===== src/verilog/swig_pkg.sv =====
//==============================================================
// Function
// - Interrupt causes: gate closed, standby entry, run entry.
// - Bits 15..12 are gate, standby, run and monitor/mode flags.
// - Gate word waits until replies are processed and handed over.
// - Gate word may also carry standby and monitor flags.
// - Standby during an open window merges into the gate word.
// - Monitor flag only when the field holds valid monitor data.
// - Monitor data is latched for the next word.
// - Standby word when selector leaves a run setting.
// - Standby keeps gate words but blocks replies.
// - Run word when selector leaves standby.
// - First mux pair picks pulse rate or BCD divisor by mode line.
// - Run pulse muxes pick parameters or range versus monitor data.
// - Three latches hold the mux outputs as the field.
// - Run parameters only in the run word, monitor data otherwise.
// - Monitor word: flags 1x01, id in 11..8, value in 7..0.
// - First error word holds eight pass/fail bits in 7..0.
// - Second error word holds six pass/fail bits in 5..0.
// - Error bit zero means normal, one means error.
// - Internal run word: flags 0010, range 11..9, binary rate 8..0.
// - External run word: flags 0011, range 11..9, two BCD digits low.
// - Range codes 010,001,000,110,101,100 mean 5,10,20,50,100,200 nmi.
//==============================================================
package swig_pkg;

    //==========================================================
    // Status word layout
    localparam int          WORD_W       = 16;
    localparam int          FIELD_W      = 12;
    localparam int          FLAG_GATE    = 15;
    localparam int          FLAG_STANDBY = 14;
    localparam int          FLAG_RUN     = 13;
    localparam int          FLAG_AUX     = 12;
    localparam int          RANGE_W      = 3;
    localparam int          RATE_W       = 9;
    localparam int          DIGIT_W      = 4;
    localparam int          PM_ID_W      = 4;
    localparam int          PM_VAL_W     = 8;
    localparam int          ERR1_W       = 8;
    localparam int          ERR2_W       = 6;

    //==========================================================
    // Error word identifiers
    localparam logic [3:0]  PM_ID_ERR1   = 4'ha;
    localparam logic [3:0]  PM_ID_ERR2   = 4'hb;

    //==========================================================
    // Range codes in nautical miles
    localparam logic [2:0]  RANGE_5      = 3'h2;
    localparam logic [2:0]  RANGE_10     = 3'h1;
    localparam logic [2:0]  RANGE_20     = 3'h0;
    localparam logic [2:0]  RANGE_50     = 3'h6;
    localparam logic [2:0]  RANGE_100    = 3'h5;
    localparam logic [2:0]  RANGE_200    = 3'h4;

    //==========================================================
    // Selector settings
    localparam logic [1:0]  SEL_STANDBY  = 2'h0;
    localparam logic [1:0]  SEL_INTERNAL = 2'h1;
    localparam logic [1:0]  SEL_EXTERNAL = 2'h2;

    //==========================================================
    // Register map and reset values
    localparam int          ADDR_W       = 4;
    localparam logic [3:0]  REG_CTRL     = 4'h0;
    localparam logic [3:0]  REG_STATUS   = 4'h4;
    localparam logic [3:0]  REG_WORD     = 4'h8;
    localparam logic [3:0]  REG_COUNT    = 4'hc;
    localparam logic [1:0]  CTRL_RESET   = 2'h1;
    localparam int          CTRL_EN      = 0;
    localparam int          CTRL_FLUSH   = 1;

    //==========================================================
    // Sequencer states
    typedef enum logic [1:0] {
        SWIG_IDLE = 2'b00,
        SWIG_LOAD = 2'b01,
        SWIG_REQ  = 2'b10
    } swig_state_t;

endpackage : swig_pkg


===== src/verilog/swig_status_gen.sv =====
// The strobed register port and the placing of the registers are this design's own decisions.
`timescale 1ns/1ps
module swig_status_gen
    import swig_pkg::*;
(
    input  wire logic               ref_clk_i,        // 100 MHz clock
    input  wire logic               rstn_i,           // Async reset, low
    // Sweep and processor events
    input  wire logic               gate_open_i,      // Window opens, pulse
    input  wire logic               gate_close_i,     // Window closes, pulse
    input  wire logic               reply_done_i,     // Replies all handed
    input  wire logic [1:0]         state_sel_i,      // Front-panel selector
    // Run parameters
    input  wire logic [RANGE_W-1:0] range_code_i,     // Range code
    input  wire logic [RATE_W-1:0]  pulse_rate_i,     // Binary pulse rate
    input  wire logic [DIGIT_W-1:0] upper_bcd_digit_i, // Divisor tens
    input  wire logic [DIGIT_W-1:0] lower_bcd_digit_i, // Divisor units
    // Performance monitor
    input  wire logic               perf_monitor_valid_i, // Data strobe
    input  wire logic [PM_ID_W-1:0] perf_monitor_id_i,    // Data kind
    input  wire logic [PM_VAL_W-1:0] perf_monitor_data_i, // Data value
    input  wire logic [ERR1_W-1:0]  fault_first_i,    // Error bits A..H
    input  wire logic [ERR2_W-1:0]  fault_second_i,   // Error bits I..N
    // Host interrupt interface
    output logic                    irq_req_o,        // Interrupt request
    output logic [WORD_W-1:0]       status_word_o,    // Status word
    input  wire logic               host_ack_i,       // Word accepted
    output logic                    reply_enable_o,   // Replies may pass
    // Register port
    input  wire logic [ADDR_W-1:0]  reg_addr_i,       // Byte address
    input  wire logic [31:0]        reg_wdata_i,      // Write data
    input  wire logic               reg_wr_i,         // Write strobe
    input  wire logic               reg_rd_i,         // Read strobe
    output logic [31:0]             reg_rdata_o       // Read data
);

    //==========================================================
    // Declarations
    swig_state_t          state_reg;
    swig_state_t          state_next;
    logic [1:0]           ctrl_reg;
    logic                 run_reg;
    logic                 internal_reg;
    logic                 gate_open_reg;
    logic                 pend_gate_reg;
    logic                 pend_merge_reg;
    logic                 pend_standby_reg;
    logic                 pend_run_reg;
    logic                 pm_valid_reg;
    logic [FIELD_W-1:0]   pm_word_reg;
    logic [3:0]           flags_reg;
    logic [3:0]           flags_next;
    logic                 run_sel_reg;
    logic [15:0]          count_reg;
    logic [31:0]          rdata_reg;
    logic                 sel_run;
    logic                 sel_internal;
    logic                 enter_standby;
    logic                 enter_run;
    logic                 take_standby;
    logic                 take_run;
    logic                 take_gate;
    logic                 issue;
    logic                 done;
    logic                 flush;
    logic [PM_VAL_W-1:0]  pm_value;
    logic [FIELD_W-1:0]   field;

    //==========================================================
    // Selector decode and transitions
    assign sel_run       = (state_sel_i == SEL_INTERNAL) ||
                           (state_sel_i == SEL_EXTERNAL);
    assign sel_internal  = (state_sel_i == SEL_INTERNAL);
    assign enter_standby = run_reg && (state_sel_i == SEL_STANDBY);
    assign enter_run     = !run_reg && sel_run;

    // Run state and mode, standby after reset
    always_ff @(posedge ref_clk_i or negedge rstn_i) begin
        if (!rstn_i) begin
            run_reg      <= 1'b0;
            internal_reg <= 1'b0;
        end else begin
            if (enter_standby) begin
                run_reg <= 1'b0;
            end else if (enter_run) begin
                run_reg <= 1'b1;
            end
            if (sel_run) begin
                internal_reg <= sel_internal;
            end
        end
    end

    // No replies pass in standby
    assign reply_enable_o = run_reg;

    //==========================================================
    // Listening window tracking
    always_ff @(posedge ref_clk_i or negedge rstn_i) begin
        if (!rstn_i) begin
            gate_open_reg <= 1'b0;
        end else if (gate_open_i) begin
            gate_open_reg <= 1'b1;
        end else if (gate_close_i) begin
            gate_open_reg <= 1'b0;
        end
    end

    //==========================================================
    // Monitor capture; error words take fault bits
    always_comb begin
        pm_value = perf_monitor_data_i;
        if (perf_monitor_id_i == PM_ID_ERR1) begin
            pm_value = fault_first_i;
        end else if (perf_monitor_id_i == PM_ID_ERR2) begin
            pm_value = {2'b00, fault_second_i};
        end
    end

    always_ff @(posedge ref_clk_i or negedge rstn_i) begin
        if (!rstn_i) begin
            pm_word_reg <= 12'h000;
        end else if (perf_monitor_valid_i) begin
            pm_word_reg <= {perf_monitor_id_i, pm_value};
        end
    end

    // Validity flag; a fresh strobe wins
    always_ff @(posedge ref_clk_i or negedge rstn_i) begin
        if (!rstn_i) begin
            pm_valid_reg <= 1'b0;
        end else if (perf_monitor_valid_i) begin
            pm_valid_reg <= 1'b1;
        end else if (take_gate || flush) begin
            pm_valid_reg <= 1'b0;
        end
    end

    //==========================================================
    // Issue priority: standby, run, gate
    assign flush        = reg_wr_i && (reg_addr_i == REG_CTRL) &&
                          reg_wdata_i[CTRL_FLUSH];
    assign issue        = (state_reg == SWIG_IDLE) && ctrl_reg[CTRL_EN];
    assign take_standby = issue && pend_standby_reg;
    assign take_run     = issue && !pend_standby_reg && pend_run_reg;
    assign take_gate    = issue && !pend_standby_reg && !pend_run_reg &&
                          pend_gate_reg && reply_done_i;
    assign done         = (state_reg == SWIG_REQ) && host_ack_i;

    //==========================================================
    // Pending causes; set wins over clear
    always_ff @(posedge ref_clk_i or negedge rstn_i) begin
        if (!rstn_i) begin
            pend_gate_reg <= 1'b0;
        end else if (gate_close_i) begin
            pend_gate_reg <= 1'b1;
        end else if (take_gate || flush) begin
            pend_gate_reg <= 1'b0;
        end
    end

    // Standby during an open window rides on the gate word
    always_ff @(posedge ref_clk_i or negedge rstn_i) begin
        if (!rstn_i) begin
            pend_merge_reg <= 1'b0;
        end else if (enter_standby && (gate_open_reg || gate_open_i) &&
                     !gate_close_i) begin
            pend_merge_reg <= 1'b1;
        end else if (take_gate || flush) begin
            pend_merge_reg <= 1'b0;
        end
    end

    // Standby outside the window gets its own word
    always_ff @(posedge ref_clk_i or negedge rstn_i) begin
        if (!rstn_i) begin
            pend_standby_reg <= 1'b0;
        end else if (enter_standby &&
                     !((gate_open_reg || gate_open_i) && !gate_close_i)) begin
            pend_standby_reg <= 1'b1;
        end else if (take_standby || flush) begin
            pend_standby_reg <= 1'b0;
        end
    end

    // Run entry
    always_ff @(posedge ref_clk_i or negedge rstn_i) begin
        if (!rstn_i) begin
            pend_run_reg <= 1'b0;
        end else if (enter_run) begin
            pend_run_reg <= 1'b1;
        end else if (take_run || flush) begin
            pend_run_reg <= 1'b0;
        end
    end

    //==========================================================
    // Flag nibble of the word about to be issued
    always_comb begin
        flags_next = 4'h0;
        if (take_standby) begin
            flags_next[FLAG_STANDBY-12] = 1'b1;
        end else if (take_run) begin
            flags_next[FLAG_RUN-12] = 1'b1;
            flags_next[FLAG_AUX-12] = !internal_reg;
        end else if (take_gate) begin
            flags_next[FLAG_GATE-12]    = 1'b1;
            flags_next[FLAG_STANDBY-12] = pend_merge_reg;
            flags_next[FLAG_AUX-12]     = pm_valid_reg;
        end
    end

    // Flags and mux steering held for the whole word
    always_ff @(posedge ref_clk_i or negedge rstn_i) begin
        if (!rstn_i) begin
            flags_reg   <= 4'h0;
            run_sel_reg <= 1'b0;
        end else if (state_reg == SWIG_IDLE) begin
            flags_reg   <= flags_next;
            run_sel_reg <= take_run;
        end
    end

    //==========================================================
    // Sequencer: pick, latch, request until ack
    always_comb begin
        state_next = state_reg;
        unique case (state_reg)
            SWIG_IDLE: begin
                if (take_standby || take_run || take_gate) begin
                    state_next = SWIG_LOAD;
                end
            end
            SWIG_LOAD: begin
                state_next = SWIG_REQ;
            end
            SWIG_REQ: begin
                if (host_ack_i) begin
                    state_next = SWIG_IDLE;
                end
            end
            default: begin
                state_next = SWIG_IDLE;
            end
        endcase
    end

    always_ff @(posedge ref_clk_i or negedge rstn_i) begin
        if (!rstn_i) begin
            state_reg <= SWIG_IDLE;
        end else begin
            state_reg <= state_next;
        end
    end

    //==========================================================
    // Data field muxes and latches
    swig_data_mux u_data_mux (
        .ref_clk_i         (ref_clk_i),
        .rstn_i            (rstn_i),
        .internal_i        (internal_reg),
        .run_pulse_i       (run_sel_reg),
        .load_i            (state_reg == SWIG_LOAD),
        .range_i           (range_code_i),
        .pulse_rate_i      (pulse_rate_i),
        .upper_bcd_digit_i (upper_bcd_digit_i),
        .lower_bcd_digit_i (lower_bcd_digit_i),
        .pm_i              (pm_word_reg),
        .field_o           (field)
    );

    // Word and request stay put until the host takes the word
    assign irq_req_o     = (state_reg == SWIG_REQ);
    assign status_word_o = {flags_reg, field};

    //==========================================================
    // Count of accepted words
    always_ff @(posedge ref_clk_i or negedge rstn_i) begin
        if (!rstn_i) begin
            count_reg <= 16'h0000;
        end else if (done) begin
            count_reg <= count_reg + 16'h0001;
        end
    end

    //==========================================================
    // Control register
    always_ff @(posedge ref_clk_i or negedge rstn_i) begin
        if (!rstn_i) begin
            ctrl_reg <= CTRL_RESET;
        end else if (reg_wr_i && (reg_addr_i == REG_CTRL)) begin
            ctrl_reg <= {1'b0, reg_wdata_i[CTRL_EN]};
        end
    end

    //==========================================================
    // Read data one cycle after the strobe
    always_ff @(posedge ref_clk_i or negedge rstn_i) begin
        if (!rstn_i) begin
            rdata_reg <= 32'h0000_0000;
        end else if (reg_rd_i) begin
            unique case (reg_addr_i)
                REG_CTRL:   rdata_reg <= {30'h0, ctrl_reg};
                REG_STATUS: rdata_reg <= {21'h0, state_reg, irq_req_o,
                                          run_reg, internal_reg,
                                          gate_open_reg, pm_valid_reg,
                                          pend_merge_reg, pend_standby_reg,
                                          pend_run_reg, pend_gate_reg};
                REG_WORD:   rdata_reg <= {16'h0, status_word_o};
                REG_COUNT:  rdata_reg <= {16'h0, count_reg};
                default:    rdata_reg <= 32'h0000_0000;
            endcase
        end else begin
            rdata_reg <= 32'h0000_0000;
        end
    end

    assign reg_rdata_o = rdata_reg;

endmodule : swig_status_gen


===== src/verilog/swig_data_mux.sv =====
`timescale 1ns/1ps
module swig_data_mux
    import swig_pkg::*;
(
    input  wire logic               ref_clk_i,     // System clock
    input  wire logic               rstn_i,        // Async reset, low
    input  wire logic               internal_i,    // Internal mode line
    input  wire logic               run_pulse_i,   // Run word select
    input  wire logic               load_i,        // Latch strobe
    input  wire logic [RANGE_W-1:0] range_i,       // Range code
    input  wire logic [RATE_W-1:0]  pulse_rate_i,  // Binary pulse rate
    input  wire logic [DIGIT_W-1:0] upper_bcd_digit_i, // Divisor tens
    input  wire logic [DIGIT_W-1:0] lower_bcd_digit_i, // Divisor units
    input  wire logic [FIELD_W-1:0] pm_i,          // Monitor id and value
    output logic      [FIELD_W-1:0] field_o        // Latched data field
);

    //==========================================================
    // First pair: rate or divisor
    logic       mode_hi;
    logic [7:0] mode_lo;
    assign mode_hi = internal_i ? pulse_rate_i[8] : 1'b0;
    assign mode_lo = internal_i ? pulse_rate_i[7:0]
                   : {upper_bcd_digit_i, lower_bcd_digit_i};

    //==========================================================
    // Second pair and third mux, steered by the run pulse
    logic [2:0] mux_top;
    logic       mux_mid;
    logic [7:0] mux_low;
    assign mux_top = run_pulse_i ? range_i : pm_i[11:9];
    assign mux_mid = run_pulse_i ? mode_hi : pm_i[8];
    assign mux_low = run_pulse_i ? mode_lo : pm_i[7:0];

    //==========================================================
    // Three latching buffers
    logic [2:0] buf_top_reg;
    logic       buf_mid_reg;
    logic [7:0] buf_low_reg;
    always_ff @(posedge ref_clk_i or negedge rstn_i) begin
        if (!rstn_i) begin
            buf_top_reg <= 3'h0;
            buf_mid_reg <= 1'b0;
            buf_low_reg <= 8'h00;
        end else if (load_i) begin
            buf_top_reg <= mux_top;
            buf_mid_reg <= mux_mid;
            buf_low_reg <= mux_low;
        end
    end

    assign field_o = {buf_top_reg, buf_mid_reg, buf_low_reg};

endmodule : swig_data_mux


===== config.mk =====
export PLATFORM = sky130hd
export DESIGN_NAME = swig_status_gen
export DESIGN_NICKNAME = d
export VERILOG_FILES = /design/src/verilog/swig_pkg.sv /design/src/verilog/swig_status_gen.sv /design/src/verilog/swig_data_mux.sv
export SDC_FILE = /design/constraint.sdc
export NUM_CORES = 1
export LEC_CHECK = 0
export ABC_CLOCK_PERIOD_IN_PS = 1400
export BUFFER_PORTS_ARGS = -buffer_cell sky130_fd_sc_hd__buf_4
export CAP_MARGIN = 0
export CORE_MARGIN = 5
export CORE_UTILIZATION = 40
export DETAILED_ROUTE_END_ITERATION = 16
export PLACE_DENSITY = 0.71
export SKIP_LAST_GASP = 1
export SYNTH_ARGS = -nofsm -noshare
export SYNTH_HDL_FRONTEND = slang
export SYNTH_HIERARCHICAL = 1
export SYNTH_SLANG_ARGS = --single-unit

===== constraint.sdc =====
create_clock -name ref_clk_i -period 1.4 [get_ports ref_clk_i]
set_input_delay 0.07 -clock ref_clk_i [delete_from_list [all_inputs] [get_ports ref_clk_i]]
set_output_delay 0.07 -clock ref_clk_i [all_outputs]
set_load 0.01 [all_outputs]

==> metrics.csv <==
metric,value,unit
status,"complete, but fails checks",
violated checks,setup timing,
"Top FF cell, synth",dfrtp_1,
largest area contributor in the synthesized netlist,dfrtp_1,
worst r2r src,ctrl_reg[0],
Synth async-reset ratio,100.0,%
Inst Count DP,537,
#FFs+latches synth,72,
proportion of layout cells with a drive suffix above 1,36.88,%
unrepaired setup endpoints after global routing,true,
clock skew,7.519,ps
largest net degree at the start of global routing,38,
initial antenna violation count,0,
sequential share of power,42.4,%
first-pass GRT wire length,14330,um
H-tree depth,3,
DR vias/cell,4.824,
Buffers on Ports,96,
CP endpoint kind,flop,
CP required,1620,ps
Final Wtd Congestion,0.8282,
Core Region,0.008721,mm^2
"CTS clk-pin slew, worst paths",80,ps
Rows,34,
VDD IR max,662.9,uV
Vias,2745,
Setup-failing EPs final,4,
worst reg2reg path depth,4,
Yosys cell types,43,
detailed placement HPWL,6799,um
sequential element share of the synthesized area,50.42,%
root buffer cell,clkbuf_8,
Mean Syn Cell Area,10.84,um^2
# DRC,0,
Post-synth EDFFs,0,
endpoint of the worst register-to-register path,pend_merge_reg,
Max Fanout on Critical Path,3,
Num CTS Buffers,9,
nets@finish,552,
combinational share of power,32.2,%
largest cells by area after synthesis,"dfrtp_1 50%, mux2i_1 6.2%, mux2_2 5.4%, buf_4 4.0%, nor2_1 3.0%",
Initial Utilization,41.00,%
Leakage,2.373,nW
"Slew Viols, Final",0,
Die Width,104.6,um
total power,7.020,mW
CTS tree,done,
post-layout minimum cycle time,1446,ps
Pre-antenna DRT Iters,4,
gr ovfl total,0,
final hold vios,0,
Area Growth Syn to Fin,35.76,%
CP endpoint,pend_merge_reg,
diode count,0,
Clock Latency Late Sink,330,ps
Fmax,691.6,MHz
fin crit share,103.3,%
DRT Wirelength,8831,um
r2r setup slk,-50,ps
die area,0.01093,mm^2
post-route insts no fill,569,
Synth Instances,330,
power per cell area,1446,mW/mm^2
crit path from,ctrl_reg[0],
Hold/Removal Path Class,input port to flop,
Critical Path Source Type,flop,
top cell type's share of synthesized area,49.69,%
Clock Power Share,25.4,%
Pint,4.742,mW
Setup WS post-layout,-45.99,ps
Total GRT Usage,16.21,%
ANT nets after route,0,
Max-Cap Viols,0,
DR iter-0 viols,120,
Synth Cell Area,0.003576,mm^2
Crit Path Class,flop to flop,
# IOs,143,
CTS Sinks,72,
maximum clock path buffer count,2,
Sw Ratio,32.44,%
Yosys warning count,6,
Net Sw Power,2.277,mW
post-place setup slack,-54.60,ps
Arrival @ worst endpoint,1660,ps
Die H,104.6,um
Routed WL per cell,15.52,um
number of global-route vias before repair,2847,
metrics by stage:
step           cell area (um^2)  setup TNS (ps)  util (%)  hold slack (ps)
6_report                   4855          -71.76     55.67            8.859
4_1_cts                    4806          -56.70     55.11            1.437
3_5_place_dp               4446          -149.1     50.98            72.48
5_1_grt                    4855          -323.4     55.67            15.11
2_1_floorplan              3632          -12.50         -           -225.6
3_3_place_gp               4446          -36.92     50.98            65.88
how the worst min path moves through the flow:
| stage | from | end | slack, ps | cells past startpoint |
|---|---|---|---|---|
| 6_report | perf_monitor_data_i[3] | pm_word_reg[3] | 9 | 3 |
| 3_5_place_dp | rstn_i | reg_rdata_o[4] | 70 | 1 |
| 5_1_grt | perf_monitor_data_i[3] | pm_word_reg[3] | 20 | 3 |
| 2_1_floorplan | rstn_i | count_reg[0] | -230 | 0 |
| 4_1_cts | perf_monitor_data_i[3] | pm_word_reg[3] | 1 | 3 |
| 3_3_place_gp | rstn_i | reg_rdata_o[5] | 70 | 1 |
routing by layer:
layer	vias to the layer above	share of wire, %	global-route usage [%]
met5	-	0	0
met2	86	50	27.06
met1	1285	42	21.23
li1	1364	-	-
met3	10	7.4	3.884
met4	0	0.91	4.163
synthesized netlist by cell type (2+ instances only):
| library cell | instances |
|---|---|
| xor2_1 | 4 |
| a21o_1 | 4 |
| mux2_2 | 17 |
| nor3_4 | 2 |
| a22oi_1 | 10 |
| nand2_1 | 27 |
| nand2b_1 | 9 |
| clkbuf_1 | 3 |
| nor3b_1 | 2 |
| mux2i_1 | 22 |
| ha_1 | 3 |
| dfrtp_1 | 71 |
| buf_2 | 6 |
| nand3b_1 | 9 |
| buf_4 | 19 |
| and3_1 | 3 |
| nor2_1 | 29 |
| inv_1 | 11 |
| nor2b_1 | 2 |
| o21ai_0 | 9 |
| nor3_1 | 2 |
| nand3_1 | 11 |
| a21oi_1 | 9 |
| o211ai_1 | 14 |
| nand4_1 | 3 |
| xnor2_1 | 11 |
| and2b_1 | 2 |
timing repair:
action,CTS,global route
setup buffers,4,1
resized for setup,0,12
endpoints found under the hold margin,44,0
hold buffers,11,0
endpoints found under the setup margin,7,24
pin swaps,8,8
cells in the final DEF (no fill, tap or decap), drive strengths merged, types with 2 or more instances in the layout:
master / n
dlygate4sd3: 11
nand3: 11
inv: 11
clkinvlp: 3
ha: 3
bufinv: 2
a21o: 4
buf: 118
a22oi: 10
nand4: 3
o211ai: 14
and3: 3
xor2: 4
a21oi: 9
and2b: 2
conb: 16
o21ai: 10
nor3: 4
or2: 2
nor2b: 2
clkinv: 2
mux2: 17
nand2b: 9
nor3b: 2
nand3b: 9
dfrtp: 71
xnor2: 11
clkbuf: 9
mux2i: 22
nand2: 27
nor2: 30
layout make-up:
| class | count | area, um^2 |
|---|---|---|
| clock buffers | 9 | 123.9 |
| inverters | 11 | 41.29 |
| well taps | 108 | 135.1 |
| fillers | 746 | 3866 |
| flip-flops and latches | 72 | 1805 |
| multi-input cells | 233 | 1628 |
| repair buffers | 129 | 1025 |
| clock inverters | 7 | 96.34 |
power groups by stage:
stage | clock network, mW | logic, mW | registers, mW
finish | 1.79 | 2.26 | 2.97
global route | 1.91 | 2.49 | 3.02
CTS | 1.82 | 2.24 | 2.95
detailed placement | 0 | 2.15 | 3.00
global placement | 0 | 2.09 | 3.00
floorplan | 0 | 1.17 | 2.93
cell families (layout without fill, tap and decap cells):
group           count (synthesis)  count (layout)  share of synthesized area (%)
simple gates                  108             108                          16.44
flops                          72              72                          50.42
compound gates                 51              51                          9.552
mux                            40              40                          12.14
buf+inv                        40             156                          6.613
xor+xnor                       15              15                          3.674
fa+ha+maj                       3               3                          1.050
other cells                     1              16                         0.1049
critical path: stages, from the launching register on:
cell and delay [ps]:
dfstp_2 530, or3b_4 400, nor2_4 110, a21boi_2 80, a32o_1 220
(Power assumes the default switching activity.)
